<file path="src/core/cie_defines.vh">
// Purpose: Constants for the per-channel interrupt source enable block
// Assumes: AXI4-Lite with 32-bit data, byte addresses are four times the register index
// Notes: Offsets are register indices, the bus byte address is four times the index
// Summary of operation
// - Enable bit 3 lets each assertion or removal of the channel's FIFO-limit alarm raise an interrupt.
// - Enable bit 2 lets each assertion or removal of the channel's receive loss-of-lock raise an interrupt.
// - Enable bit 1 lets each assertion or removal of the channel's loss-of-signal defect raise an interrupt.
// - Enable bit 0 lets each rise or fall of the channel's drive-monitor output raise an interrupt.
// - An enable bit at zero suppresses its interrupt and at one permits it.
// - The four enable bits are writable by the host and read back the value last written.
// - Each channel has its own enable register at index 0x01, 0x09 and 0x11, gating only that channel.
`ifndef CIE_DEFINES_VH
`define CIE_DEFINES_VH

`define CIE_IDX_CH0       6'h01
`define CIE_IDX_CH1       6'h09
`define CIE_IDX_CH2       6'h11
`define CIE_ADDR_W        8
`define CIE_EN_RESET      4'h0
`define CIE_BIT_FIFO      3
`define CIE_BIT_UNLOCK    2
`define CIE_BIT_SIGNAL    1
`define CIE_BIT_DRIVE     0
`define CIE_RESP_OKAY     2'b00
`define CIE_RESP_SLVERR   2'b10

`endif

</file>
<file path="src/core/cie_top.v">
// Purpose: Three-channel source-level interrupt enable registers with AXI4-Lite access
// Assumes: One write and one read in flight at most; conditions synchronous to aclk
// Notes: Unmapped addresses answer SLVERR, reads return zero there
`timescale 1ns/100ps
`include "cie_defines.vh"
module cie_top (
   // Clock and reset
   input  wire        aclk,
   input  wire        aresetn,
   // AXI4-Lite write address
   input  wire        s_axi_awvalid,
   output wire        s_axi_awready,
   input  wire [7:0]  s_axi_awaddr,
   // AXI4-Lite write data
   input  wire        s_axi_wvalid,
   output wire        s_axi_wready,
   input  wire [31:0] s_axi_wdata,
   input  wire [3:0]  s_axi_wstrb,
   // AXI4-Lite write response
   output reg         s_axi_bvalid,
   input  wire        s_axi_bready,
   output reg  [1:0]  s_axi_bresp,
   // AXI4-Lite read address
   input  wire        s_axi_arvalid,
   output wire        s_axi_arready,
   input  wire [7:0]  s_axi_araddr,
   // AXI4-Lite read data
   output reg         s_axi_rvalid,
   input  wire        s_axi_rready,
   output reg  [31:0] s_axi_rdata,
   output reg  [1:0]  s_axi_rresp,
   // Channel conditions, index 3 fifo, 2 unlock, 1 signal, 0 drive
   input  wire [3:0]  ch0_condition,
   input  wire [3:0]  ch1_condition,
   input  wire [3:0]  ch2_condition,
   // Interrupt change pulses per channel
   output wire [3:0]  ch0_change_irq,
   output wire [3:0]  ch1_change_irq,
   output wire [3:0]  ch2_change_irq
);
   // Stored enable bits; the upper four bits of each register are not kept
   reg  [3:0]  ch0_irq_source_enable;
   reg  [3:0]  ch1_irq_source_enable;
   reg  [3:0]  ch2_irq_source_enable;
   // Write channel state
   reg         aw_held;
   reg  [5:0]  aw_index;
   reg         w_held;
   reg  [7:0]  w_byte;
   reg         w_lane;
   wire        aw_take;
   wire        w_take;
   wire        do_write;
   wire        b_done;
   wire        write_hit;
   reg         write_ch0;
   reg         write_ch1;
   reg         write_ch2;
   wire [3:0]  next_enable;
   // Read channel state
   wire        ar_take;
   wire        r_done;
   wire [5:0]  ar_index;
   reg  [7:0]  read_byte;
   reg         read_hit;

   // Address and data are taken independently, each held until the response
   assign s_axi_awready = !aw_held && !s_axi_bvalid;
   assign s_axi_wready  = !w_held && !s_axi_bvalid;
   assign s_axi_arready = !s_axi_rvalid;

   // Completed handshakes
   assign aw_take       = s_axi_awvalid && s_axi_awready;
   assign w_take        = s_axi_wvalid && s_axi_wready;
   assign ar_take       = s_axi_arvalid && s_axi_arready;
   assign b_done        = s_axi_bvalid && s_axi_bready;
   assign r_done        = s_axi_rvalid && s_axi_rready;
   assign do_write      = aw_held && w_held && !s_axi_bvalid;
   assign ar_index      = s_axi_araddr[7:2];
   assign write_hit     = write_ch0 || write_ch1 || write_ch2;
   assign next_enable   = w_byte[3:0];

   // Write address is held until the write is carried out
   always @(posedge aclk) begin
      if (!aresetn) begin
         aw_held  <= 1'b0;
         aw_index <= 6'h00;
      end else if (aw_take) begin
         aw_held  <= 1'b1;
         aw_index <= s_axi_awaddr[7:2];
      end else if (do_write) begin
         aw_held  <= 1'b0;
      end
   end

   // Only byte lane 0 carries register bits; with it off the write changes nothing
   always @(posedge aclk) begin
      if (!aresetn) begin
         w_held <= 1'b0;
         w_byte <= 8'h00;
         w_lane <= 1'b0;
      end else if (w_take) begin
         w_held <= 1'b1;
         w_byte <= s_axi_wdata[7:0];
         w_lane <= s_axi_wstrb[0];
      end else if (do_write) begin
         w_held <= 1'b0;
      end
   end

   // Response follows the cycle in which both halves are held
   always @(posedge aclk) begin
      if (!aresetn) begin
         s_axi_bvalid <= 1'b0;
      end else if (do_write) begin
         s_axi_bvalid <= 1'b1;
      end else if (b_done) begin
         s_axi_bvalid <= 1'b0;
      end
   end

   always @(posedge aclk) begin
      if (!aresetn) begin
         s_axi_bresp <= `CIE_RESP_OKAY;
      end else if (do_write) begin
         s_axi_bresp <= write_hit ? `CIE_RESP_OKAY : `CIE_RESP_SLVERR;
      end
   end

   // Address decode for writes; an unmapped index answers SLVERR
   always @* begin
      write_ch0 = 1'b0;
      write_ch1 = 1'b0;
      write_ch2 = 1'b0;
      case (aw_index)
         `CIE_IDX_CH0: write_ch0 = 1'b1;
         `CIE_IDX_CH1: write_ch1 = 1'b1;
         `CIE_IDX_CH2: write_ch2 = 1'b1;
         default:      write_ch0 = 1'b0;
      endcase
   end

   // Channel 0 enable register
   always @(posedge aclk) begin
      if (!aresetn) begin
         ch0_irq_source_enable <= `CIE_EN_RESET;
      end else if (do_write && w_lane && write_ch0) begin
         ch0_irq_source_enable <= next_enable;
      end
   end

   // Channel 1 enable register
   always @(posedge aclk) begin
      if (!aresetn) begin
         ch1_irq_source_enable <= `CIE_EN_RESET;
      end else if (do_write && w_lane && write_ch1) begin
         ch1_irq_source_enable <= next_enable;
      end
   end

   // Channel 2 enable register
   always @(posedge aclk) begin
      if (!aresetn) begin
         ch2_irq_source_enable <= `CIE_EN_RESET;
      end else if (do_write && w_lane && write_ch2) begin
         ch2_irq_source_enable <= next_enable;
      end
   end

   // Read decode; unmapped reads give zero data
   always @* begin
      read_hit  = 1'b1;
      read_byte = 8'h00;
      case (ar_index)
         `CIE_IDX_CH0: read_byte = {4'h0, ch0_irq_source_enable};
         `CIE_IDX_CH1: read_byte = {4'h0, ch1_irq_source_enable};
         `CIE_IDX_CH2: read_byte = {4'h0, ch2_irq_source_enable};
         default:      read_hit  = 1'b0;
      endcase
   end

   // Read data stands until rready
   always @(posedge aclk) begin
      if (!aresetn) begin
         s_axi_rvalid <= 1'b0;
      end else if (ar_take) begin
         s_axi_rvalid <= 1'b1;
      end else if (r_done) begin
         s_axi_rvalid <= 1'b0;
      end
   end

   // Data and code load only when an address is taken, so they stand with rvalid
   always @(posedge aclk) begin
      if (!aresetn) begin
         s_axi_rdata <= 32'h0000_0000;
         s_axi_rresp <= `CIE_RESP_OKAY;
      end else if (ar_take) begin
         s_axi_rdata <= {24'h00_0000, read_byte};
         s_axi_rresp <= read_hit ? `CIE_RESP_OKAY : `CIE_RESP_SLVERR;
      end
   end

   // Each channel is gated only by its own register
   cie_channel u_ch0 (
      .aclk       (aclk),
      .aresetn    (aresetn),
      .enable     (ch0_irq_source_enable),
      .condition  (ch0_condition),
      .change_irq (ch0_change_irq)
   );

   cie_channel u_ch1 (
      .aclk       (aclk),
      .aresetn    (aresetn),
      .enable     (ch1_irq_source_enable),
      .condition  (ch1_condition),
      .change_irq (ch1_change_irq)
   );

   cie_channel u_ch2 (
      .aclk       (aclk),
      .aresetn    (aresetn),
      .enable     (ch2_irq_source_enable),
      .condition  (ch2_condition),
      .change_irq (ch2_change_irq)
   );
endmodule

</file>
<file path="src/core/cie_channel.v">
// Purpose: One channel of change-of-condition detection gated by its enable bits
// Assumes: Condition inputs are synchronous to aclk
// Notes: Pulses one cycle after each change of an enabled condition
`timescale 1ns/100ps
module cie_channel (
   // Clock and reset
   input  wire       aclk,
   input  wire       aresetn,
   // Enables and conditions, bit order fifo, unlock, signal, drive
   input  wire [3:0] enable,
   input  wire [3:0] condition,
   // Per-source change pulses
   output reg  [3:0] change_irq
);
   reg [3:0] last_condition;

   always @(posedge aclk) begin
      if (!aresetn) begin
         last_condition <= 4'h0;
         change_irq     <= 4'h0;
      end else begin
         last_condition <= condition;
         // Either edge counts; a zero enable masks it
         change_irq     <= (condition ^ last_condition) & enable;
      end
   end
endmodule

</file>
<file path="config.mk">
export PLATFORM = sky130hd
export DESIGN_NAME = cie_top
export DESIGN_NICKNAME = d
export VERILOG_FILES = /design/src/core/cie_top.v /design/src/core/cie_channel.v
export VERILOG_INCLUDE_DIRS = /design/src /design/src/core
export SDC_FILE = /design/constraint.sdc
export NUM_CORES = 1
export LEC_CHECK = 0
export ABC_CLOCK_PERIOD_IN_PS = 1700
export BUFFER_PORTS_ARGS = -buffer_cell sky130_fd_sc_hd__buf_2
export CAP_MARGIN = 15
export CORE_MARGIN = 3
export CORE_UTILIZATION = 40
export CTS_CLUSTER_SIZE = 30
export DETAILED_ROUTE_END_ITERATION = 12
export PLACE_DENSITY = 0.86
export SYNTH_ARGS = -nofsm -noshare
export SYNTH_HDL_FRONTEND = slang
export SYNTH_SLANG_ARGS = --single-unit
</file>
<file path="constraint.sdc">
create_clock -name aclk -period 1.7 [get_ports aclk]
set_clock_uncertainty 0.2 [all_clocks]
set_input_delay 0.425 -clock aclk [delete_from_list [all_inputs] [get_ports aclk]]
set_output_delay 0.425 -clock aclk [all_outputs]
set_load 0.01 [all_outputs]
</file>
=== Word level (Yosys, flattened, before mapping) ===
Cells that the tools add are included.

* Input port bits: 71
* Output and inout bits: 53
* Bits in registers: 63

* Bitwise operators: 6
* Reductions and logical operators: 24
* Muxes and demuxes: 14
* Equality and inequality tests: 6

{| class="wikitable"
|+ Operators by type and width
! operator !! number
|-
| 1-bit logical AND || 13
|-
| 4-bit bitwise AND || 3
|-
| 6-bit by 1-bit == test with 1-bit output (second input constant) || 2
|-
| 6-bit by 4-bit == test with 1-bit output (second input constant) || 2
|-
| 6-bit by 5-bit == test with 1-bit output (second input constant) || 2
|-
| 4-bit one-hot mux with 3 select lines || 1
|-
| 4-bit bitwise XOR || 3
|-
| 1-bit two-way mux || 11
|-
| 2-bit nonzero test || 4
|-
| 1-bit zero test || 4
|-
| 2-bit two-way mux || 2
|-
| 3-bit OR reduction || 1
|-
| 1-bit logical OR || 2
|}

=== Depth between registers and ports, before layout ===
Gate-level depths: netlist of the first run.

* Word-level depth: 5
* Mapped depth: 4

=== Cells and area by module ===
A second synthesis of the first run with hierarchy kept.

* Cell total of the unflattened synthesis: 226
* Area total of the unflattened synthesis: 2384.8 µm²

{| class="wikitable"
|+ By module, submodules not included
! module !! cells each !! area an instance (µm²) !! seq. area each (µm²) !! instances
|-
| cie_top || 166 || 1634.1 || 660.6 || 1
|-
| cie_channel || 20 || 250.2 || 160.2 || 3
|}

=== Least setup slack after synthesis of the first run ===
OpenSTA, ideal clock, no wires.

* Kind: reg-to-reg
* Start point: reg aw_index[5]
* End point: reg ch0_irq_source_enable[0]
* Stages on the path, launching flop included: 5
* Period minus slack after synthesis: 1911 ps
* Library setup time: 120 ps
* Path slack: -211 ps
* Buffers on the path: 1
* Arrival time: 1591 ps
* Path through: dfxtp_1 -> or4b_4 -> or4_1 -> clkbuf_2 -> mux2i_1

* Longest elaborated chain between the ends: 3

{| class="wikitable"
|+ Ends and longest elaborated chain
! element !! line !! source
|-
| start, declared || cie_top.v:47 || <nowiki>reg [5:0] aw_index;</nowiki>
|-
| start signal, assigned || cie_top.v:90 || <nowiki>aw_index <= s_axi_awaddr[7:2];</nowiki>
|-
| 6-bit by 1-bit == test with 1-bit output || cie_top.v:135 || <nowiki>case (aw_index)</nowiki>
|-
| 1-bit two-way mux || cie_top.v:135 ||
|-
| 1-bit logical AND || cie_top.v:147 || <nowiki>end else if (do_write && w_lane && write_ch0) begin</nowiki>
|-
| end signal, assigned || cie_top.v:146 || <nowiki>ch0_irq_source_enable <= `CIE_EN_RESET;</nowiki>
|-
| end signal, assigned || cie_top.v:148 || <nowiki>ch0_irq_source_enable <= next_enable;</nowiki>
|-
| end, declared || cie_top.v:42 || <nowiki>reg [3:0] ch0_irq_source_enable;</nowiki>
|}

Every way passes these cells.
A chain may end at the register's enable or synchronous reset.

=== Worst setup path after layout of the first run ===
* Start point: reg aw_index[1]
* End point: reg ch1_irq_source_enable[0]

* Longest elaborated chain between the ends: 3

{| class="wikitable"
|+ Ends and longest elaborated chain
! element !! line !! source
|-
| 6-bit by 4-bit == test with 1-bit output || cie_top.v:135 ||
|-
| 1-bit two-way mux || cie_top.v:135 ||
|-
| 1-bit logical AND || cie_top.v:156 || <nowiki>end else if (do_write && w_lane && write_ch1) begin</nowiki>
|-
| end signal, assigned || cie_top.v:155 || <nowiki>ch1_irq_source_enable <= `CIE_EN_RESET;</nowiki>
|-
| end signal, assigned || cie_top.v:157 || <nowiki>ch1_irq_source_enable <= next_enable;</nowiki>
|-
| end, declared || cie_top.v:43 || <nowiki>reg [3:0] ch1_irq_source_enable;</nowiki>
|}

Every way passes these cells.

==> impl_metrics.sql, run 1 <==
INSERT INTO impl_metrics (metric_group, metric, value, unit) VALUES
('clock_tree', 'cts.sinks', '57', ''),
('detailed_routing', 'dr.pass1.iters', '4', ''),
('detailed_routing', 'antenna_violating_nets_left', '0', ''),
('run', 'max_cap_violations', '0', ''),
('worst_setup_path', 'critical_path_required', '1.75', 'ns'),
('clock_tree', 'cts_setup_buffers', '0', ''),
('synthesis', 'synth_flop_type', 'sky130_fd_sc_hd__dfxtp_1', ''),
('final_layout', 'fin_util', '50.91', '%'),
('timing', 'final_max_slew_viol_count', '0', ''),
('synthesis', 'synth_cell_type_count', '33', ''),
('synthesis', 'synthDominantCellAreaShare', '48.69', '%'),
('clock_tree', 'cts_max_level', '3', ''),
('placement', 'dp_hpwl', '3449', 'um'),
('synthesis', 'yosys_warning_count', '0', ''),
('clock_tree', 'numCtsBuffers', '9', ''),
('clock_tree', 'cell_chosen_for_the_clock_root', 'sky130_fd_sc_hd__clkbuf_8', ''),
('power', 'p_seq_share', '52.2', '%'),
('timing', 'setup_violations', '13', ''),
('placement', 'pre_cts_slack', '-0.2693', 'ns'),
('floorplanning', 'coreArea', '5574', 'sq um'),
('worst_setup_path', 'startpoint_class_of_the_critical_path', 'flip-flop', ''),
('worst_setup_path', 'worst_ep_arrival_time', '1.97', 'ns'),
('synthesis', 'synthesis.area_per_instance', '10.32', 'sq um'),
('floorplanning', 'start_util', '42.04', '%'),
('grt', 'grt_use_total', '14.04', '%'),
('power', 'power_density', '949.4', 'nW/um^2'),
('worst_hold_path', 'hold_class', 'in -> reg', ''),
('grt', 'antenna_found_initial', '0', ''),
('worst_setup_path', 'setup.worst_path.end_class', 'flip-flop', ''),
('detailed_routing', 'first_iter_violations', '24', ''),
('synthesis', 'synth_cells', '227', ''),
('floorplanning', 'width_of_the_chip', '82.54', 'um'),
('floorplanning', 'fp.dieH', '82.54', 'um'),
('final_layout', 'final_layout_size_suffix_gt1_share', '29.24', '%'),
('clock_tree', 'clockBufferDepth', '2', ''),
('power', 'worst_ir_drop_vdd', '0.4649', 'mV'),
('final_layout', 'largest_register', 'aw_index', ''),
('outcome', 'violated_checks', 'negative setup slack', ''),
('detailed_routing', 'detail_route.drc_violations', '0', ''),
('power', 'static-leakage-power', '1.282', 'nW'),
('timing', 'clock.fmax', '521.1', 'MHz'),
('timing', 'layout_setup_ws', '-0.2188', 'ns'),
('power', 'total_switching_power', '0.6354', 'mW'),
('worst_setup_path', 'worst_setup_path_category', 'reg -> reg', ''),
('final_layout', 'fill_cells', '528', ''),
('clock_tree', 'cts_tree', 'yes', ''),
('synthesis', 'synth_async_reset_ratio', '0', '%'),
('detailed_routing', 'vias', '1676', ''),
('final_layout', 'areaGrowthSynthToFinish', '21.09', '%'),
('grt', 'grt_overflow_total', '0', ''),
('final_layout', 'multi_input_area', '1061', 'sq um'),
('timing', 'layout_worst_path_cycle_share', '112.9', '%'),
('final_layout', 'count_of_inserted_antenna_diode_cells', '0', ''),
('power', 'power.clock.fraction', '37.1', '%'),
('final_layout', 'final_common_cell', 'sky130_fd_sc_hd__buf_2', ''),
('timing', 'rsz0062_at_grt', 'true', ''),
('final_layout', 'finalNetCount', '370', ''),
('detailed_routing', 'wl_per_cell', '12.38', 'um'),
('final_layout', 'regArea', '1141', 'sq um'),
('floorplanning', 'boundaryPins', '124', ''),
('clock_tree', 'clk_pin_slew_worst_paths', '0.06', 'ns'),
('synthesis', 'largest_area_contributor_in_the_synthesized_netlist', 'sky130_fd_sc_hd__dfxtp_1', ''),
('timing', 'final.min_clock_period', '1.919', 'ns'),
('outcome', 'status', 'complete, but fails checks', ''),
('floorplanning', 'dieArea', '6813', 'sq um'),
('detailed_routing', 'via_density_per_instance', '4.493', ''),
('power', 'p_sw_share', '23.59', '%'),
('grt', 'grt_start_max_net_pins', '26', ''),
('placement', 'buffer_ports.inserted', '58', ''),
('synthesis', 'yosys-top-cells-area', 'sky130_fd_sc_hd__dfxtp_1 (49%), sky130_fd_sc_hd__mux2i_1 (12%), sky130_fd_sc_hd__buf_4 (9.6%)', ''),
('grt', 'first_global_vias', '1571', '');
-- critical path, stage by stage (launching register included) --
cell and delay (ns):
sky130_fd_sc_hd__dfxtp_1 0.31, sky130_fd_sc_hd__or4b_4 0.55, sky130_fd_sc_hd__buf_6 0.15, sky130_fd_sc_hd__nor4b_4 0.23
sky130_fd_sc_hd__buf_4 0.20, sky130_fd_sc_hd__mux2i_1 0.20
-- final timing paths --
kind / startpoint / end / depth (start not counted)
hold reg to reg: ch1_irq_source_enable[2] / u_ch1.change_irq[2] / 2
setup / recovery: aw_index[1] / ch1_irq_source_enable[0] / 5
hold / removal: ch1_condition[0] / u_ch1.last_condition[0] / 2
setup reg to reg: aw_index[1] / ch1_irq_source_enable[0] / 5
-- Yosys cell counts (3+ instances only) --
cell / number
sky130_fd_sc_hd__nand2b_1: 3
sky130_fd_sc_hd__dfxtp_1: 57
sky130_fd_sc_hd__mux2i_1: 27
sky130_fd_sc_hd__nand2_1: 19
sky130_fd_sc_hd__a32o_1: 4
sky130_fd_sc_hd__clkbuf_1: 6
sky130_fd_sc_hd__xnor2_1: 12
sky130_fd_sc_hd__buf_4: 30
sky130_fd_sc_hd__and2_1: 12
sky130_fd_sc_hd__nor2b_1: 15
sky130_fd_sc_hd__o2bb2ai_1: 4
sky130_fd_sc_hd__nor2_1: 14
sky130_fd_sc_hd__inv_1: 3
-- metal layers --
metal | routed length [um] | part of all wire [%] | GRT usage (%)
met4 | 71 | 1.5 | 7.353
met3 | 366 | 7.9 | 4.555
met5 | 0 | 0 | 0
met1 | 2071 | 45 | 16.35
met2 | 2110 | 46 | 22.92
-- logic make-up after synthesis --
kind of cell,Yosys count,synth area share (%)
multiplexers,27,11.53
AND/OR/NAND/NOR,74,18.31
AO/OA/AOI/OAI,15,5.392
buffers and inverters,41,11.43
other,1,0.1600
XOR/XNOR,12,4.485
flip-flops,57,48.69
-- through the flow --
stage	hold slack [ns]	std cells	TNS, ns	instance area [sq um]
final	0.1271	373	-2.130	2838
after global placement	0.2573	360	-2.507	2666
after detailed placement	0.2617	360	-2.643	2666
after floorplan	0.2358	256	-1.452	2452
after global routing	0.1183	373	-2.784	2838
after CTS	0.1093	373	-2.349	2833
-- what timing repair did --
item / in CTS / in global routing
endpoints found under the setup margin: 13 / 13
pin swaps: 3 / 1
gates cloned: 0 / 0
hold buffers: 0 / 0
gates resized for setup: 3 / 1
-- area by class of cell --
type	count	area share (%)
clock buffers	12	5.115
clock inverters	1	0.1764
inverters	3	0.3968
multi-input cells	158	37.39
flip-flops and latches	57	40.21
well taps	72	3.175
repair buffers	70	13.54
-- power groups by stage --
stage,Combinational [mW],Sequential [mW],Clock (mW)
3_3_place_gp,0.273,1.43,0
5_1_grt,0.321,1.41,1.08
6_report,0.287,1.41,1.00
2_1_floorplan,0.220,1.44,0
3_5_place_dp,0.281,1.43,0
4_1_cts,0.286,1.41,1.03
(Power assumes the default switching activity.)
==> run 2, diff against run 1 <==
BUFFER_PORTS_ARGS = default   (was -buffer_cell sky130_fd_sc_hd__buf_2)
CORE_UTILIZATION = 56   (was 40)
DONT_BUFFER_PORTS = 1   (was default)
PLACE_DENSITY = 0.85   (was 0.86)
==> run 2 against run 1 <==
  * The run still ends with negative setup slack left
  * Setup slack improved by 0.043 ns
  * Cell area decreased by 9.5%
  * Critical path depth unchanged
  * Largest cell class unchanged
  * Highest routed layer unchanged
  * Sequential power about the same
  * Clock power increased by 17%
  * Hold slack got worse by 0.11 ns
  * Via count decreased by 12%
  * Core utilization increased by 16 points
==> impl_metrics.sql, run 2 (same netlist as run 1, synthesis figures left out) <==
INSERT INTO impl_metrics (metric_group, metric, value, unit) VALUES
('placement', 'buffer_ports.inserted', '0', ''),
('worst_hold_path', 'hold_class', 'in -> reg', ''),
('clock_tree', 'clk_pin_slew_worst_paths', '0.06', 'ns'),
('timing', 'hold_viol', '0', ''),
('clock_tree', 'cts.sinks', '57', ''),
('worst_setup_path', 'cp_num_buf_inv', '2', ''),
('floorplanning', 'coreArea', '3854', 'sq um'),
('worst_setup_path', 'critPathTopFamily', 'simple AND/OR/NAND/NOR gates', ''),
('final_layout', 'largest_register_ff_count', '6', ''),
('outcome', 'status', 'complete, but fails checks', ''),
('clock_tree', 'cts_tree', 'yes', ''),
('worst_setup_path', 'startpoint_class_of_the_critical_path', 'flip-flop', ''),
('clock_tree', 'numCtsBuffers', '9', ''),
('grt', 'grt_use_total', '18.04', '%'),
('detailed_routing', 'wl_per_cell', '14.46', 'um'),
('clock_tree', 'cell_chosen_for_the_clock_root', 'sky130_fd_sc_hd__clkbuf_8', ''),
('power', 'static-leakage-power', '1.056', 'nW'),
('placement', 'gp_congestion', '0.7658', ''),
('final_layout', 'fin_util', '66.62', '%'),
('floorplanning', 'dieArea', '4997', 'sq um'),
('final_layout', 'fill_cells', '314', ''),
('detailed_routing', 'via_density_per_instance', '5.020', ''),
('detailed_routing', 'dr.pass1.iters', '4', ''),
('timing', 'hold_slack', '0.01897', 'ns'),
('clock_tree', 'cts_setup_buffers', '0', ''),
('clock_tree', 'clock_insertion_delay_worst_skew', '0.33', 'ns'),
('grt', 'grt_start_max_net_pins', '51', ''),
('grt', 'global_route_wire_length_before_repair', '6900', 'um'),
('final_layout', 'finalNetCount', '313', ''),
('worst_setup_path', 'worst_ep_arrival_time', '1.93', 'ns'),
('detailed_routing', 'drt-total-wl', '4265', 'um'),
('timing', 'clock.fmax', '533.1', 'MHz'),
('detailed_routing', 'antenna_violating_nets_left', '0', ''),
('power', 'power_density', '1087', 'nW/um^2'),
('power', 'worst_ir_drop_vdd', '0.7630', 'mV'),
('clock_tree', 'cts_max_level', '3', ''),
('final_layout', 'areaGrowthSynthToFinish', '9.557', '%'),
('worst_setup_path', 'worst_setup_path_category', 'reg -> reg', ''),
('worst_setup_path', 'setup.worst_path.end_class', 'flip-flop', ''),
('timing', 'setup_violations', '13', ''),
('grt', 'first_global_vias', '1471', ''),
('timing', 'final.min_clock_period', '1.876', 'ns'),
('worst_setup_path', 'path_cells', 'or4b_4, buf_6, nor4b_4, buf_4, mux2i_1', ''),
('timing', 'layout_setup_ws', '-0.1758', 'ns'),
('final_layout', 'layout.cells.most_common_list', 'sky130_fd_sc_hd__dfxtp_1 (57), sky130_fd_sc_hd__conb_1 (30), sky130_fd_sc_hd__mux2i_1 (27)', ''),
('worst_setup_path', 'crit_path_top_delay_cell', 'sky130_fd_sc_hd__or4b_4', ''),
('grt', 'grt_overflow_total', '0', ''),
('final_layout', 'largest_register', 'aw_index', ''),
('worst_setup_path', 'cp_max_fo', '4', ''),
('detailed_routing', 'detail_route.drc_violations', '0', ''),
('timing', 'layout_worst_path_cycle_share', '110.3', '%'),
('worst_setup_path', 'critical_path_required', '1.76', 'ns'),
('floorplanning', 'start_util', '60.81', '%'),
('timing', 'final_max_slew_viol_count', '0', ''),
('floorplanning', 'fp.dieH', '70.69', 'um'),
('outcome', 'violated_checks', 'negative setup slack', ''),
('detailed_routing', 'vias', '1481', ''),
('clock_tree', 'clockBufferDepth', '2', ''),
('worst_setup_path', 'slowest_delay', '0.54', 'ns'),
('placement', 'pre_cts_slack', '-0.2697', 'ns'),
('floorplanning', 'width_of_the_chip', '70.69', 'um'),
('run', 'max_cap_violations', '0', ''),
('timing', 'rsz0062_at_grt', 'true', ''),
('final_layout', 'final_layout_size_suffix_gt1_share', '13.77', '%'),
('placement', 'dp_hpwl', '2997', 'um'),
('floorplanning', 'boundaryPins', '124', ''),
('grt', 'antenna_found_initial', '0', ''),
('final_layout', 'final_common_cell', 'sky130_fd_sc_hd__dfxtp_1', ''),
('final_layout', 'count_of_inserted_antenna_diode_cells', '0', ''),
('floorplanning', 'rows', '22', ''),
('detailed_routing', 'first_iter_violations', '79', '');
-- run 2: per-stage QoR --
step	power (mW)	TNS [ns]	cells	cell area (sq um)
3_3_place_gp	1.630	-2.127	278	2346
5_1_grt	2.927	-2.545	295	2567
6_report	2.790	-1.751	295	2567
2_1_floorplan	1.658	-1.452	256	2452
3_5_place_dp	1.639	-2.589	278	2346
4_1_cts	2.822	-1.883	294	2555
-- run 2: layer usage --
layer	track usage, %	vias up	wire length, um	part of all wire [%]
met1	20.11	678	1687	40
met5	0	-	0	0
met3	9.659	7	437	10
li1	-	722	-	-
met4	8.977	0	75	1.8
met2	28.01	74	2065	48
-- run 2: area by class of cell --
| type | count | area, sq um | area share (%) |
|---|---|---|---|
| sequential | 57 | 1141 | 44.44 |
| multi-input combinational | 158 | 1059 | 41.23 |
| clock buffer | 14 | 182.7 | 7.115 |
| timing repair buffer | 13 | 103.9 | 4.045 |
| tap | 48 | 60.06 | 2.339 |
| inverter | 3 | 11.26 | 0.4386 |
| clock inverter | 2 | 10.01 | 0.3899 |
-- run 2: final timing paths --
kind | start | end | slack, ns | depth (start not counted)
max | aw_index[2] | ch1_irq_source_enable[1] | -0.18 | 5
min reg2reg | ch0_irq_source_enable[1] | u_ch0.change_irq[1] | 0.28 | 2
max reg2reg | aw_index[2] | ch1_irq_source_enable[1] | -0.18 | 5
min | ch2_condition[2] | u_ch2.last_condition[2] | 0.02 | 1
-- run 2: power by group --
group / internal (mW) / switching (mW) / leakage (nW)
logic: 0.101 / 0.107 / 0.488
registers: 1.38 / 0.0275 / 0.465
clock network: 0.684 / 0.490 / 0.102
total: 2.17 / 0.624 / 1.06
-- run 2: timing repair --
action                                  CTS  global route
hold buffers                              0             1
gates resized for setup                   3             1
hold endpoints to repair                  0             1
pin swaps                                 2             0
endpoints found under the setup margin   13            14
==> run 3, diff against run 2 <==
CTS_BUF_LIST = sky130_fd_sc_hd__clkbuf_8 sky130_fd_sc_hd__clkbuf_16   (was default)
==> run 3 against run 2 <==
  * The run still ends with negative setup slack left
  * Total power shrank 0.18%
  * Sequential share of layout area is the same
  * Clock-buffer cell count shrank 1
  * Flip-flop and latch count is the same
  * Core utilization is the same
==> impl_metrics.sql, run 3 (same netlist as run 1, synthesis figures left out) <==
INSERT INTO impl_metrics (metric_group, metric, value, unit) VALUES
('worst_hold_path', 'hold_class', 'in -> reg', ''),
('final_layout', 'final_common_cell', 'sky130_fd_sc_hd__dfxtp_1', ''),
('detailed_routing', 'met3WireLength', '437', 'um'),
('floorplanning', 'boundaryPins', '124', ''),
('final_layout', 'areaGrowthSynthToFinish', '9.557', '%'),
('detailed_routing', 'antenna_violating_nets_left', '0', ''),
('clock_tree', 'clk_pin_slew_worst_paths', '0.06', 'ns'),
('final_layout', 'finalNetCount', '313', ''),
('detailed_routing', 'routed.top_layer', 'met4', ''),
('clock_tree', 'cell_chosen_for_the_clock_root', 'sky130_fd_sc_hd__clkbuf_8', ''),
('final_layout', 'final_layout_size_suffix_gt1_share', '13.77', '%'),
('power', 'cell_internal_pwr', '2.160', 'mW'),
('worst_setup_path', 'critPathTopFamily', 'simple AND/OR/NAND/NOR gates', ''),
('worst_setup_path', 'path_depth', '5', ''),
('grt', 'first_global_vias', '1471', ''),
('clock_tree', 'cts_max_level', '3', ''),
('worst_setup_path', 'worst_setup_path_category', 'reg -> reg', ''),
('floorplanning', 'rows', '22', ''),
('final_layout', 'fin_util', '66.62', '%'),
('worst_setup_path', 'startpoint_class_of_the_critical_path', 'flip-flop', ''),
('final_layout', 'fill_cells', '314', ''),
('worst_setup_path', 'slowest_delay', '0.54', 'ns'),
('power', 'power_density', '1085', 'nW/um^2'),
('timing', 'finalSetupTns', '-1.762', 'ns'),
('placement', 'gp_congestion', '0.7658', ''),
('outcome', 'violated_checks', 'negative setup slack', ''),
('placement', 'buffer_ports.inserted', '0', ''),
('worst_setup_path', 'crit_path_top_delay_cell', 'sky130_fd_sc_hd__or4b_4', ''),
('worst_setup_path', 'path_cells', 'or4b_4, buf_6, nor4b_4, buf_4, mux2i_1', ''),
('worst_setup_path', 'cp_num_buf_inv', '2', ''),
('final_layout', 'design_area', '2567', 'sq um'),
('final_layout', 'largest_register_ff_count', '6', ''),
('placement', 'pre_cts_slack', '-0.2697', 'ns'),
('detailed_routing', 'drt-total-wl', '4266', 'um'),
('placement', 'dp_hpwl', '2997', 'um'),
('worst_setup_path', 'setup.worst_path.end_class', 'flip-flop', ''),
('timing', 'rsz0062_at_grt', 'true', ''),
('floorplanning', 'start_util', '60.81', '%'),
('run', 'max_cap_violations', '0', ''),
('grt', 'grt_use_total', '18.04', '%'),
('detailed_routing', 'wl_per_cell', '14.46', 'um'),
('floorplanning', 'width_of_the_chip', '70.69', 'um'),
('grt', 'antenna_found_initial', '0', ''),
('grt', 'grt_start_max_net_pins', '51', ''),
('clock_tree', 'clockBufferDepth', '2', ''),
('timing', 'clock.fmax', '532.8', 'MHz'),
('clock_tree', 'clock_insertion_delay_worst_skew', '0.33', 'ns'),
('power', 'p_sw_share', '22.45', '%'),
('floorplanning', 'dieArea', '4997', 'sq um'),
('clock_tree', 'numCtsBuffers', '9', ''),
('worst_setup_path', 'r2r_worst_path_depth', '5', ''),
('detailed_routing', 'detail_route.drc_violations', '0', ''),
('timing', 'final.min_clock_period', '1.877', 'ns'),
('timing', 'layout_worst_path_cycle_share', '110.4', '%'),
('power', 'p_comb_share', '7.5', '%'),
('final_layout', 'layout.cells.most_common_list', 'sky130_fd_sc_hd__dfxtp_1 (57), sky130_fd_sc_hd__conb_1 (30), sky130_fd_sc_hd__mux2i_1 (27)', ''),
('detailed_routing', 'routedLengthMet1', '1689', 'um'),
('clock_tree', 'cts_tree', 'yes', ''),
('detailed_routing', 'dr.pass1.iters', '4', ''),
('power', 'worst_ir_drop_vdd', '0.7630', 'mV'),
('detailed_routing', 'wl_met2', '2065', 'um'),
('grt', 'global_route_wire_length_before_repair', '6900', 'um'),
('power', 'p_seq_share', '50.6', '%'),
('clock_tree', 'cts.sinks', '57', ''),
('floorplanning', 'coreArea', '3854', 'sq um'),
('outcome', 'status', 'complete, but fails checks', ''),
('grt', 'grt_overflow_total', '0', ''),
('power', 'static-leakage-power', '1.061', 'nW'),
('worst_hold_path', 'min_delay_path_depth', '1', ''),
('power', 'power.clock.fraction', '41.9', '%'),
('detailed_routing', 'vias', '1481', ''),
('power', 'finalPower', '2.785', 'mW'),
('timing', 'hold_viol', '0', ''),
('worst_setup_path', 'worst_ep_arrival_time', '1.93', 'ns'),
('detailed_routing', 'first_iter_violations', '79', ''),
('final_layout', 'multi_input_area', '1059', 'sq um'),
('final_layout', 'regArea', '1141', 'sq um'),
('placement', 'detailed_place.area', '2346', 'sq um'),
('timing', 'final_max_slew_viol_count', '0', ''),
('detailed_routing', 'via_density_per_instance', '5.020', ''),
('worst_setup_path', 'cp_max_fo', '4', ''),
('floorplanning', 'fp.dieH', '70.69', 'um'),
('timing', 'layout_setup_ws', '-0.1770', 'ns'),
('worst_setup_path', 'critical_path_required', '1.76', 'ns'),
('final_layout', 'largest_register', 'aw_index', ''),
('timing', 'setup_violations', '13', ''),
('final_layout', 'count_of_inserted_antenna_diode_cells', '0', ''),
('power', 'total_switching_power', '0.6254', 'mW'),
('clock_tree', 'cts_setup_buffers', '0', '');
-- run 3: cell types whose count changed in the layout (fill, tap and decap cells not counted), sizes merged --
cell,before,now
inv,3,4
clkbuf,14,13
-- run 3: cell type report --
| cell class | instances | area share [%] |
|---|---|---|
| Sequential cell | 57 | 44.44 |
| Timing Repair Buffer | 13 | 4.045 |
| Inverter | 3 | 0.4386 |
| Clock buffer | 13 | 6.969 |
| Tap cell | 48 | 2.339 |
| Clock inverter | 3 | 0.5361 |
| Multi-Input combinational cell | 158 | 41.23 |
-- run 3: repair_timing --
| action | CTS | global route |
|---|---|---|
| endpoints found under the hold margin | 0 | 1 |
| hold buffers | 0 | 1 |
| pin swaps | 2 | 0 |
| gates resized for setup | 3 | 1 |
| setup endpoints to repair | 13 | 14 |
| cloned | 0 | 0 |
-- run 3: worst paths after layout --
path | startpoint | slack, ns | end
setup / recovery | aw_index[2] | -0.18 | ch1_irq_source_enable[1]
hold / removal | ch2_condition[2] | 0.02 | u_ch2.last_condition[2]
setup reg to reg | aw_index[2] | -0.18 | ch1_irq_source_enable[1]
hold reg to reg | ch0_irq_source_enable[1] | 0.28 | u_ch0.change_irq[1]
-- run 3: power by group through the flow --
stage | Clock [mW] | Combinational, mW | Sequential, mW
after floorplan | 0 | 0.220 | 1.44
after global placement | 0 | 0.195 | 1.43
after detailed placement | 0 | 0.201 | 1.44
after CTS | 1.20 | 0.205 | 1.41
after global routing | 1.28 | 0.233 | 1.41
final | 1.17 | 0.209 | 1.41
-- run 3: metrics by stage --
step	std cells	hold slack, ns
6_report	295	0.01904
5_1_grt	295	-0.0007154
4_1_cts	294	0.001472
3_5_place_dp	278	0.2573
2_1_floorplan	256	0.2358
3_3_place_gp	278	0.2621
-- run 3: layer usage --
layer / global-route usage (%) / up-vias
met5: 0 / -
met4: 8.977 / 0
met3: 9.659 / 7
met2: 28.01 / 74
met1: 20.11 / 678
li1: - / 722
